==> src/design/sdt_pkg.sv <==
// Package for the split dual 8-bit timer: offsets, fields, reset values.
// Assumes a single peripheral clock and an 8-bit register port.
package sdt_pkg;
   localparam int unsigned ADDR_W = 6;
   localparam logic [5:0] OFF_CLOCK_ENABLE_CTRL      = 6'h00;
   localparam logic [5:0] OFF_COMPARE_OUTPUT_ENABLE  = 6'h01;
   localparam logic [5:0] OFF_COMPARE_OUTPUT_VALUE   = 6'h02;
   localparam logic [5:0] OFF_SPLIT_MODE_CTRL        = 6'h03;
   localparam logic [5:0] OFF_COMMAND_CLEAR_PORT     = 6'h04;
   localparam logic [5:0] OFF_COMMAND_SET_PORT       = 6'h05;
   localparam logic [5:0] OFF_IRQ_ENABLE             = 6'h0a;
   localparam logic [5:0] OFF_IRQ_FLAGS              = 6'h0b;
   localparam logic [5:0] OFF_DEBUG_CTRL             = 6'h0e;
   localparam logic [5:0] OFF_LOW_COUNTER            = 6'h20;
   localparam logic [5:0] OFF_HIGH_COUNTER           = 6'h21;
   localparam logic [5:0] OFF_LOW_TOP                = 6'h26;
   localparam logic [5:0] OFF_HIGH_TOP               = 6'h27;
   localparam logic [5:0] OFF_MATCH_BASE             = 6'h28;
   localparam logic [5:0] OFF_MATCH_LAST             = 6'h2d;
   localparam logic [7:0] RST_ZERO                   = 8'h00;
   localparam logic [7:0] RST_TOP                    = 8'hff;
   localparam int unsigned BIT_ENABLE                = 0;
   localparam int unsigned BIT_DUAL_BYTE_SELECT      = 0;
   localparam int unsigned BIT_RUN_WHILE_HALTED      = 0;
   localparam logic [7:0] MASK_CLOCK_ENABLE_CTRL     = 8'h0f;
   localparam logic [7:0] MASK_COMPARE_OUT           = 8'h77;
   localparam logic [7:0] MASK_IRQ                   = 8'h73;
   localparam logic [3:0] MASK_COMMAND_TARGET        = 4'h3;
   localparam int unsigned PRESCALE_W                = 10;

   typedef enum logic [1:0] {
      CMD_NONE,
      CMD_RESERVED,
      CMD_RESTART,
      CMD_HARD_RESET
   } sdt_cmd_type;

   typedef struct packed {
      logic [ADDR_W-1:0] addr;
      logic [7:0]        wdata;
      logic              wr;
      logic              rd;
   } sdt_bus_type;
endpackage

==> src/design/sdt_split_timer.sv <==
// Split dual 8-bit down-counting timer with register port and outputs.
// Assumes a synchronous register port and pins sampled on clk_sys.
//
// Strobed register access is this design's own decision.
`timescale 1ns/1ps
module sdt_split_timer
   import sdt_pkg::*;
(
   input  wire logic              clk_sys,
   input  wire logic              rstn,
   input  wire sdt_bus_type       bus,
   output logic [7:0]             rdata,
   input  wire logic              debugHalt,
   input  wire logic [5:0]        portOutValue,
   input  wire logic              waveGenActive,
   output logic [5:0]             waveform_out_pin,
   output logic                   irqOut
);
   logic [7:0] ctrl0_q, outEn_q, outVal_q, irqEn_q, flags_q;
   logic       split_q, runDbg_q;
   logic [1:0] cmdTarget_q;
   logic [7:0] lowCnt_q, highCnt_q, lowTop_q, highTop_q;
   logic [7:0] match_q [6];
   logic [PRESCALE_W-1:0] pre_q;
   logic [5:0] wave_q;
   logic [7:0] rdata_q;
   logic       running, tick, wrHit, cmdWr;
   logic [7:0] cmdByte;
   logic [1:0] cmdTgt;
   sdt_cmd_type cmdCode;
   logic       doRestartL, doRestartH, doReset;
   logic [2:0] lowMatch, highMatch;
   logic       lowUnf, highUnf;
   logic [PRESCALE_W-1:0] preMask;
   logic [5:0] pinEn;
   logic       lowLoad, highLoad;

   assign wrHit   = bus.wr;
   assign cmdWr   = wrHit && (bus.addr == OFF_COMMAND_CLEAR_PORT ||
                              bus.addr == OFF_COMMAND_SET_PORT);
   assign cmdByte = bus.wdata;
   // The command code acts once and is never stored.
   assign cmdCode = sdt_cmd_type'(cmdByte[3:2]);
   assign cmdTgt  = cmdByte[1:0];
   // Both clear and set ports launch the written command.
   assign doRestartL = cmdWr && cmdCode == CMD_RESTART && cmdTgt[0];
   assign doRestartH = cmdWr && cmdCode == CMD_RESTART && cmdTgt[1];
   // A reset that names only one timer is honoured for that one only.
   assign doReset = cmdWr && cmdCode == CMD_HARD_RESET &&
                    !ctrl0_q[BIT_ENABLE];

   assign running = ctrl0_q[BIT_ENABLE] && (runDbg_q || !debugHalt);

   always_comb begin
      case (ctrl0_q[3:1])
         3'h0:    preMask = 10'h000;
         3'h1:    preMask = 10'h001;
         3'h2:    preMask = 10'h003;
         3'h3:    preMask = 10'h007;
         3'h4:    preMask = 10'h00f;
         3'h5:    preMask = 10'h03f;
         3'h6:    preMask = 10'h0ff;
         default: preMask = 10'h3ff;
      endcase
   end

   assign tick = running && ((pre_q & preMask) == preMask);

   always_ff @(posedge clk_sys or negedge rstn) begin
      if (!rstn) begin
         pre_q <= '0;
      end else if (!running) begin
         pre_q <= '0;
      end else begin
         pre_q <= pre_q + 10'h001;
      end
   end

   always_ff @(posedge clk_sys or negedge rstn) begin
      if (!rstn) begin
         ctrl0_q <= RST_ZERO;
         outEn_q <= RST_ZERO;
         outVal_q <= RST_ZERO;
         split_q <= 1'b0;
         irqEn_q <= RST_ZERO;
         runDbg_q <= 1'b0;
         cmdTarget_q <= 2'h0;
      end else if (wrHit) begin
         case (bus.addr)
            OFF_CLOCK_ENABLE_CTRL:
               ctrl0_q <= bus.wdata & MASK_CLOCK_ENABLE_CTRL;
            OFF_COMPARE_OUTPUT_ENABLE:
               outEn_q <= bus.wdata & MASK_COMPARE_OUT;
            OFF_COMPARE_OUTPUT_VALUE:
               outVal_q <= bus.wdata & MASK_COMPARE_OUT;
            OFF_SPLIT_MODE_CTRL:
               split_q <= bus.wdata[BIT_DUAL_BYTE_SELECT];
            OFF_COMMAND_CLEAR_PORT:
               cmdTarget_q <= cmdTarget_q & ~bus.wdata[1:0];
            OFF_COMMAND_SET_PORT:
               cmdTarget_q <= cmdTarget_q | bus.wdata[1:0];
            OFF_IRQ_ENABLE:
               irqEn_q <= bus.wdata & MASK_IRQ;
            OFF_DEBUG_CTRL:
               runDbg_q <= bus.wdata[BIT_RUN_WHILE_HALTED];
            default: ;
         endcase
      end
   end

   // Down-counting: bottom is zero, the next tick reloads top.
   assign lowUnf  = tick && lowCnt_q == 8'h00;
   assign highUnf = tick && highCnt_q == 8'h00;
   // Loads that may move a counter while the unit is stopped.
   assign lowLoad  = (wrHit && bus.addr == OFF_LOW_COUNTER) || doRestartL ||
                     (doReset && cmdTgt[0]);
   assign highLoad = (wrHit && bus.addr == OFF_HIGH_COUNTER) || doRestartH ||
                     (doReset && cmdTgt[1]);

   always_ff @(posedge clk_sys or negedge rstn) begin
      if (!rstn) begin
         lowCnt_q <= RST_ZERO;
      end else if (wrHit && bus.addr == OFF_LOW_COUNTER) begin
         lowCnt_q <= bus.wdata;
      end else if ((doReset && cmdTgt[0]) || doRestartL) begin
         lowCnt_q <= RST_ZERO;
      end else if (lowUnf) begin
         lowCnt_q <= lowTop_q;
      end else if (tick) begin
         lowCnt_q <= lowCnt_q - 8'h01;
      end
   end

   always_ff @(posedge clk_sys or negedge rstn) begin
      if (!rstn) begin
         highCnt_q <= RST_ZERO;
      end else if (wrHit && bus.addr == OFF_HIGH_COUNTER) begin
         highCnt_q <= bus.wdata;
      end else if ((doReset && cmdTgt[1]) || doRestartH) begin
         highCnt_q <= RST_ZERO;
      end else if (highUnf) begin
         highCnt_q <= highTop_q;
      end else if (tick) begin
         highCnt_q <= highCnt_q - 8'h01;
      end
   end

   always_ff @(posedge clk_sys or negedge rstn) begin
      if (!rstn) begin
         lowTop_q <= RST_TOP;
         highTop_q <= RST_TOP;
         for (int i = 0; i < 6; i++) match_q[i] <= RST_ZERO;
      end else if (doReset) begin
         if (cmdTgt[0]) lowTop_q <= RST_TOP;
         if (cmdTgt[1]) highTop_q <= RST_TOP;
         for (int i = 0; i < 6; i++) begin
            if (cmdTgt[i%2]) match_q[i] <= RST_ZERO;
         end
      end else if (wrHit) begin
         if (bus.addr == OFF_LOW_TOP) lowTop_q <= bus.wdata;
         if (bus.addr == OFF_HIGH_TOP) highTop_q <= bus.wdata;
         for (int i = 0; i < 6; i++) begin
            if (bus.addr == OFF_MATCH_BASE + 6'(i)) match_q[i] <= bus.wdata;
         end
      end
   end

   // Even slots hold low channels, odd slots high channels.
   for (genvar c = 0; c < 3; c++) begin : g_cmp
      assign lowMatch[c]  = lowCnt_q == match_q[2*c];
      assign highMatch[c] = highCnt_q == match_q[2*c+1];
   end

   // Flags: hardware set wins over a software clear in the same cycle.
   always_ff @(posedge clk_sys or negedge rstn) begin
      if (!rstn) begin
         flags_q <= RST_ZERO;
      end else begin
         flags_q <= ((flags_q & ~((wrHit && bus.addr == OFF_IRQ_FLAGS) ?
                                  bus.wdata : 8'h00))
                     | {1'b0, lowMatch, 2'b00, highUnf, lowUnf})
                    & MASK_IRQ;
      end
   end

   assign irqOut = |(flags_q & irqEn_q);

   // A match on a tick sets the pin and underflow clears it while enabled; disabled, the value bits.
   always_ff @(posedge clk_sys or negedge rstn) begin
      if (!rstn) begin
         wave_q <= 6'h00;
      end else if (!ctrl0_q[BIT_ENABLE]) begin
         wave_q <= {outVal_q[6:4], outVal_q[2:0]};
      end else if (tick) begin
         for (int c = 0; c < 3; c++) begin
            if (lowMatch[c]) wave_q[c] <= 1'b1;
            if (highMatch[c]) wave_q[c+3] <= 1'b1;
         end
         if (lowUnf) wave_q[2:0] <= 3'h0;
         if (highUnf) wave_q[5:3] <= 3'h0;
      end
   end

   assign pinEn = {outEn_q[6:4], outEn_q[2:0]};
   always_comb begin
      for (int c = 0; c < 6; c++) begin
         waveform_out_pin[c] =
            (waveGenActive && pinEn[c]) ?
            wave_q[c] : portOutValue[c];
      end
   end

   always_ff @(posedge clk_sys or negedge rstn) begin
      if (!rstn) begin
         rdata_q <= RST_ZERO;
      end else if (bus.rd) begin
         case (bus.addr)
            OFF_CLOCK_ENABLE_CTRL:     rdata_q <= ctrl0_q;
            OFF_COMPARE_OUTPUT_ENABLE: rdata_q <= outEn_q;
            OFF_COMPARE_OUTPUT_VALUE:  rdata_q <= outVal_q;
            OFF_SPLIT_MODE_CTRL:       rdata_q <= {7'h00, split_q};
            OFF_COMMAND_CLEAR_PORT,
            OFF_COMMAND_SET_PORT:      rdata_q <= {6'h00, cmdTarget_q};
            OFF_IRQ_ENABLE:            rdata_q <= irqEn_q;
            OFF_IRQ_FLAGS:             rdata_q <= flags_q;
            OFF_DEBUG_CTRL:            rdata_q <= {7'h00, runDbg_q};
            OFF_LOW_COUNTER:           rdata_q <= lowCnt_q;
            OFF_HIGH_COUNTER:          rdata_q <= highCnt_q;
            OFF_LOW_TOP:               rdata_q <= lowTop_q;
            OFF_HIGH_TOP:              rdata_q <= highTop_q;
            default: begin
               if (bus.addr >= OFF_MATCH_BASE && bus.addr <= OFF_MATCH_LAST)
                  rdata_q <= match_q[3'(bus.addr - OFF_MATCH_BASE)];
               else
                  rdata_q <= RST_ZERO;
            end
         endcase
      end else begin
         rdata_q <= RST_ZERO;
      end
   end
   assign rdata = rdata_q;
endmodule // sdt_split_timer

==> config.mk <==
export PLATFORM = sky130hd
export DESIGN_NAME = sdt_split_timer
export DESIGN_NICKNAME = d
export VERILOG_FILES = /design/src/design/sdt_pkg.sv /design/src/design/sdt_split_timer.sv
export SDC_FILE = /design/constraint.sdc
export NUM_CORES = 1
export LEC_CHECK = 0
export ABC_AREA = 0
export BUFFER_PORTS_ARGS = -buffer_cell sky130_fd_sc_hd__buf_4
export CORE_UTILIZATION = 50
export DETAILED_ROUTE_END_ITERATION = 6
export PLACE_DENSITY = 0.7
export SETUP_SLACK_MARGIN = 0.15
export SYNTH_ARGS = -nofsm -noshare
export SYNTH_HDL_FRONTEND = slang
export SYNTH_SLANG_ARGS = --single-unit
==> constraint.sdc <==
create_clock -name clk_sys -period 2.7 [get_ports clk_sys]
set_clock_uncertainty 0.1 [all_clocks]
set_input_delay 0.27 -clock clk_sys [delete_from_list [all_inputs] [get_ports clk_sys]]
set_output_delay 0.27 -clock clk_sys [all_outputs]
set_load 0.03 [all_outputs]
==> summary.md, run 1 <==
| Metric | Value |
|---|---|
| Int Power | 0.00485 W |
| Number of flops mapped to enable cells by yosys | 0 |
| TritonCTS clock tree | yes |
| CORE AREA | 14,600 um^2 |
| Antenna violations before repair | 0 |
| Count leader, synth | nand2_1 |
| Yosys reg bits | 134 |
| Netlist cell types | 73 |
| Layout cells sized above 1 | 21.3% |
| H-tree depth | 4 |
| Hold Path Depth | 3 |
| Synth Warn # | 0 |
| Vias in the first global route | 6,628 |
| # rows | 44 |
| Worst R2R Path Depth | 6 |
| Vias | 6,577 |
| Simple-Gate Fraction of Synth Area | 16.2% |
| Register Area | 3370 um^2 |
| Placed cell areas | 8020 um^2 |
| Setup crit end kind | flop |
| Power density over the cells | 844 nW/um^2 |
| P_sw | 0.00247 W |
| Data arrival, critical path | 2600 ps |
| Worst slew pin tran | 908 ps |
| Maximum number of pins on one net before global-route repair | 47 |
| Sink Count | 134 |
| Port bufs | 40 |
| DR WL/cell | 24.0 um |
| Max cap viols | 0 |
| All-Layer GR Usage | 32.8% |
| DRT antenna net count | 0 |
| Root Driver | clkbuf_16 |
| Routed wire length | 24.4 mm |
| Max-slew violation count | 0 |
| Detail Placement HPWL | 17.6 mm |
| Xor/xnor cell area share of the yosys netlist | 6.75% |
| Multiplexer area fraction after synthesis | 9.52% |
| IO Count | 41 |
| Post-Synthesis Cells | 786 |
| Mean Syn Cell Area | 9.58 um^2 |
| TNS Setup | 0 ps |
| Sequential share of power | 40.6% |
| Yosys top cell by area | dfrtp_1 |
| Dominant synthesized flop cell | dfrtp_1 |
| Share of the synthesized area in the top cell type | 39.2% |
| Violation count after the first detailed-routing iteration | 770 |
| Main combinational cell family by area after synthesis | compound AO/OA/AOI/OAI gates |
| Worst R2R Setup Slack | 290 ps |
| Die span in x | 125 um |
| Postcts setup bufs | 0 |
| Hold Violations, Final | 0 |
| Global-route wire length before repair | 38.4 mm |
| Drt pass-1 iters | 5 |
| Finished Cell Area | 8670 um^2 |
| Combinational power share | 24.6% |
| Switching Share | 33.7% |
| Post-synth top cells | nand2_1, dfrtp_1, o21ai_0, xor2_1, nor2_1 |
| Post-route DRC | 0 |
| Nets@finish | 848 |
| Drt via density | 6.48 |
| Mapped Area | 7530 um^2 |
| Asr flop ratio synth | 100% |
| Worst-path clk slew | 60 ps |
| Critical Path RT | 2890 ps |
| Initial cell density of the core | 51.6% |
| Startpoint Class | flop |
| GRT overflow | 0 |
| Synth area leaders | dfrtp_1, nand2_1, xor2_1, dfstp_2, mux2_2 |
| Multi-input logic area | 3840 um^2 |
| Clk_lat worst skew | 430 ps |
| Post-Synth Adder-Cell Area | 0.499% |
| Fill cells | 1,203 |
| Die Footprint | 15,600 um^2 |
| Status | finished, final reports clean |
| Final core utilization | 59.4% |
| Hold WS | 70.2 ps |
| Clock power frac | 34.8% |
| GP Congestion | 0.983 |
| Area growth syn-to-layout | 15.1% |
| CTS buffer count | 17 |
| CP Class | reg2reg |
| Die H | 125 um |
| Period Utilization, post-route | 89.2% |
| CTS max path bufs | 2 |
| Crit Path Max Fanout | 7 |
| Max IR drop VDD | 423 uV |
| FMAX | 415 MHz |
| Rel. slew slack | 39.1% |
| RSZ-0062 raised after global routing | no |
| Hold/Removal Path Class | in2reg |
| Post-synthesis compound-gate area fraction | 18.0% |
| Crit path time final | 2410 ps |
| Pleak | 3.74 nW |
| Final setup vio count | 0 |
| Syn nets | 815 |
| Sequential share of the synthesized area | 44.8% |
| Number of diodes | 0 |
placed cells by master, fill, tap and decap left out, types with 3 or more instances in the layout:
| cell type | instances |
|---|---|
| bufinv_16 | 5 |
| a21oi_1 | 14 |
| mux2i_1 | 12 |
| nor4_1 | 19 |
| a31oi_1 | 12 |
| a22o_1 | 9 |
| a2bb2oi_1 | 6 |
| o21ai_0 | 74 |
| clkbuf_1 | 3 |
| clkinv_2 | 3 |
| o21ai_2 | 5 |
| mux2_2 | 37 |
| nand2b_1 | 5 |
| a41oi_1 | 4 |
| xnor2_1 | 5 |
| nand4_1 | 4 |
| mux4_2 | 8 |
| a222oi_1 | 3 |
| o2bb2ai_1 | 6 |
| a221oi_1 | 7 |
| o21ai_1 | 16 |
| nor2b_1 | 6 |
| nor3_1 | 12 |
| clkbuf_16 | 17 |
| o22ai_1 | 8 |
| buf_4 | 64 |
| xor2_1 | 53 |
| or3_1 | 3 |
| a22oi_1 | 13 |
| ha_1 | 3 |
| nand3_1 | 16 |
| dfrtp_1 | 118 |
| dfstp_2 | 16 |
| nor2_1 | 41 |
| nand2_1 | 131 |
| inv_1 | 20 |
power by group through the flow:
| stage | clock network [W] | logic [W] | registers (W) |
|---|---|---|---|
| 6_report | 0.00254 | 0.00180 | 0.00297 |
| 5_1_grt | 0.00265 | 0.00195 | 0.00300 |
| 4_1_cts | 0.00257 | 0.00177 | 0.00294 |
| 3_5_place_dp | 0 | 0.00174 | 0.00297 |
| 3_3_place_gp | 0 | 0.00170 | 0.00296 |
| 2_1_floorplan | 0 | 0.00139 | 0.00259 |
logic make-up (layout without fill, tap and decap cells):
family | Yosys count | count (layout)
muxes | 57 | 57
DFF | 134 | 134
adders and majority gates | 3 | 3
AOI/OAI and AO/OA | 200 | 200
and+or+nand+nor | 261 | 261
xor gates and xnor gates | 58 | 58
buffers and inverters | 73 | 118
registers in the layout, indices dropped and copies added (netlist names), 6 cells and up, named ones only:
name       cells
wave_q         6
outVal_q       6
pre_q         10
rdata          8
match_q       48
lowCnt_q       8
lowTop_q       8
highTop_q      8
highCnt_q      8
outEn_q        6
routing by layer:
layer	vias up	GRT usage [%]	wire length, um
li1	2881	-	-
met1	3227	46.0	10500
met2	390	48.2	10700
met3	79	7.09	2140
met4	0	15.5	1070
met5	-	0	0
final cells by class:
class / count / area share [%]
clock buffer: 22 / 5.36
sequential: 134 / 38.9
timing repair buffer: 66 / 5.89
inverter: 21 / 0.909
multi-input combinational: 579 / 44.3
clock inverter: 9 / 2.01
tap: 184 / 2.66
critical path: stages (launching register included):
cell and delay, ps:
dfrtp_1 460, a21boi_0 150, o21ai_0 290, o2111ai_2 260
or2_0 300, o21ai_0 540, o2bb2ai_1 160
stage by stage:
stage          total power, W  setup slack [ps]  cells
2_1_floorplan         0.00399               584    786
3_3_place_gp          0.00466               271    983
3_5_place_dp          0.00471               331    983
4_1_cts               0.00729               414   1015
5_1_grt               0.00761               202   1015
6_report              0.00731               291   1015
repair_timing:
item	4_1_cts	5_1_grt
endpoints found under the hold margin	51	0
hold buffers	1	0
gates resized for setup	0	1
endpoints found under the setup margin	0	1
final timing paths:
kind | from | end
setup reg to reg | pre_q[4] | wave_q[4]
max in group asynchronous | rstn | match_q[42]
min in group asynchronous | rstn | pre_q[0]
hold / removal | bus[9] | highCnt_q[7]
hold reg to reg | lowTop_q[1] | lowTop_q[1]
setup / recovery | pre_q[4] | wave_q[4]
Note: power is estimated with default switching activity, not from simulation.
==> inputs of run 2 (changes only) <==
--- a/config.mk
+++ b/config.mk
@@ -6,10 +6,11 @@
 export NUM_CORES = 1
 export LEC_CHECK = 0
 export ABC_AREA = 0
-export BUFFER_PORTS_ARGS = -buffer_cell sky130_fd_sc_hd__buf_4
 export CORE_UTILIZATION = 50
 export DETAILED_ROUTE_END_ITERATION = 6
-export PLACE_DENSITY = 0.7
+export DONT_BUFFER_PORTS = 1
+export PLACE_DENSITY = 0.71
+export REMOVE_ABC_BUFFERS = 1
 export SETUP_SLACK_MARGIN = 0.15
 export SYNTH_ARGS = -nofsm -noshare
 export SYNTH_HDL_FRONTEND = slang
==> summary.md, run 2 (synthesis gave the netlist of run 1 again) <==
| Metric | Value |
|---|---|
| Hold WS | -564 ps |
| Startpoint Class | flop |
| RSZ-0062 raised after global routing | no |
| Pleak | 3.54 nW |
| Routed wire length | 24.5 mm |
| Area growth syn-to-layout | 11.7% |
| Maximum number of pins on one net before global-route repair | 135 |
| H-tree depth | 4 |
| Power density over the cells | 817 nW/um^2 |
| CP Class | reg2reg |
| Crit path time final | 2330 ps |
| FMAX | 428 MHz |
| Root Driver | clkbuf_16 |
| Fill cells | 1,236 |
| CTS max path bufs | 2 |
| All-Layer GR Usage | 32.6% |
| GP Congestion | 0.969 |
| Postcts setup bufs | 0 |
| CORE AREA | 14,600 um^2 |
| Worst-path clk slew | 60 ps |
| Global-route wire length before repair | 38.2 mm |
| Period Utilization, post-route | 86.4% |
| Worst R2R Setup Slack | 370 ps |
| Critical Path RT | 2840 ps |
| Crit Path Max Fanout | 16 |
| Die Footprint | 15,600 um^2 |
| Final setup vio count | 0 |
| Port bufs | 0 |
| Antenna violations before repair | 2 |
| Drt via density | 6.62 |
| Vias in the first global route | 6,524 |
| Top Registers | match_q (48), pre_q (10) |
| Most common cell after layout, fill and taps aside | nand2_1 |
| CTS buffer count | 17 |
| DRT antenna net count | 0 |
| Max-slew violation count | 0 |
| Violation count after the first detailed-routing iteration | 734 |
| Drt pass-1 iters | 5 |
| Data arrival, critical path | 2480 ps |
| Die span in x | 125 um |
| TNS Setup | 0 ps |
| Clk_lat worst skew | 430 ps |
| Worst R2R Path Depth | 5 |
| Max reg flops | 48 |
| Setup crit end kind | flop |
| Worst slew pin tran | 1210 ps |
| Failing checks | negative hold slack |
| # hold bufs at CTS | 11 |
| Top reg by flops | match_q |
| Die H | 125 um |
| Detail Placement HPWL | 16.8 mm |
| GRT overflow | 0 |
| Post-route DRC | 0 |
| Nets@finish | 819 |
| Hold/Removal Path Class | in2async |
| Sink Count | 134 |
| Max cap viols | 0 |
| Max IR drop VDD | 482 uV |
| Hold Violations, Final | 134 |
| Status | finished, violations left |
| Initial cell density of the core | 51.6% |
| Vias | 6,537 |
| # rows | 44 |
| Most frequent cells in the layout | nand2_1, dfrtp_1, o21ai_0 |
| DR WL/cell | 24.8 um |
| IO Count | 41 |
| Final Power | 0.00687 W |
| Layout cells sized above 1 | 17.6% |
| TritonCTS clock tree | yes |
| Rel. slew slack | 18.6% |
[run 2: cell count changes in the layout (fill, tap and decap cells not counted), moves of 2 or more]
cell,delta
clkbuf_1,-2
dlygate4sd3_1,+10
bufinv_16,-3
clkinvlp_4,+5
buf_4,-38
[run 2: worst max-delay path: stages (launching register included)]
cell	delay, ps
dfrtp_1	520
nor2b_1	120
nand3_1	100
nor2_1	80
o21ai_1	940
o21ai_0	280
[run 2: per-layer routing]
| layer | vias up | GRT usage, % | wire length [um] |
|---|---|---|---|
| li1 | 2836 | - | - |
| met1 | 3173 | 41.2 | 9200 |
| met2 | 433 | 50.7 | 11300 |
| met3 | 93 | 8.81 | 2830 |
| met4 | 2 | 18.2 | 1210 |
| met5 | - | 0 | 13 |
[run 2: where the power goes]
part           leakage, nW  switching (W)  total (W)  internal (W)
Sequential            1.72       0.000620    0.00300       0.00238
Clock                0.274       0.000889    0.00229       0.00140
Combinational         1.55       0.000845    0.00158      0.000732
Total                 3.54        0.00235    0.00687       0.00452
[run 2: path summary, 6_finish.rpt]
| kind | to | from |
|---|---|---|
| setup reg to reg | match_q[3] | ctrl0_q[0] |
| hold / removal | wave_q[0] | rstn |
| max in group asynchronous | highTop_q[3] | rstn |
| hold reg to reg | lowTop_q[1] | lowTop_q[1] |
| min in group clk_sys | match_q[37] | bus[7] |
| setup / recovery | match_q[3] | ctrl0_q[0] |
[run 2: through the flow]
stage                     utilization, %  setup WS, ps  std cells  hold slack, ps  cell area [um^2]
after floorplan                        -           672        734            -126              7290
after global placement              52.9           380        944            -122              7710
after detailed placement            52.9           330        944            -121              7710
after CTS                           57.6           314        987            -569              8410
after global routing                57.6           198        987            -574              8410
final                               57.7           366        988            -564              8410
[run 2: final cells by class]
| cell class | instances | area [um^2] | area share [%] |
|---|---|---|---|
| Tap cell | 184 | 230 | 2.74 |
| Antenna cell | 1 | 2.50 | 0.0298 |
| Timing Repair Buffer | 37 | 305 | 3.63 |
| Multi-Input combinational cell | 579 | 3840 | 45.6 |
| Clock buffer | 20 | 457 | 5.43 |
| Sequential cell | 134 | 3370 | 40.1 |
| Inverter | 21 | 78.8 | 0.937 |
| Clock inverter | 12 | 126 | 1.50 |
[run 2: what timing repair did]
action | 4_1_cts | 5_1_grt
gates resized for setup | 0 | 2
endpoints found under the setup margin | 0 | 4
hold endpoints to repair | 202 | 134
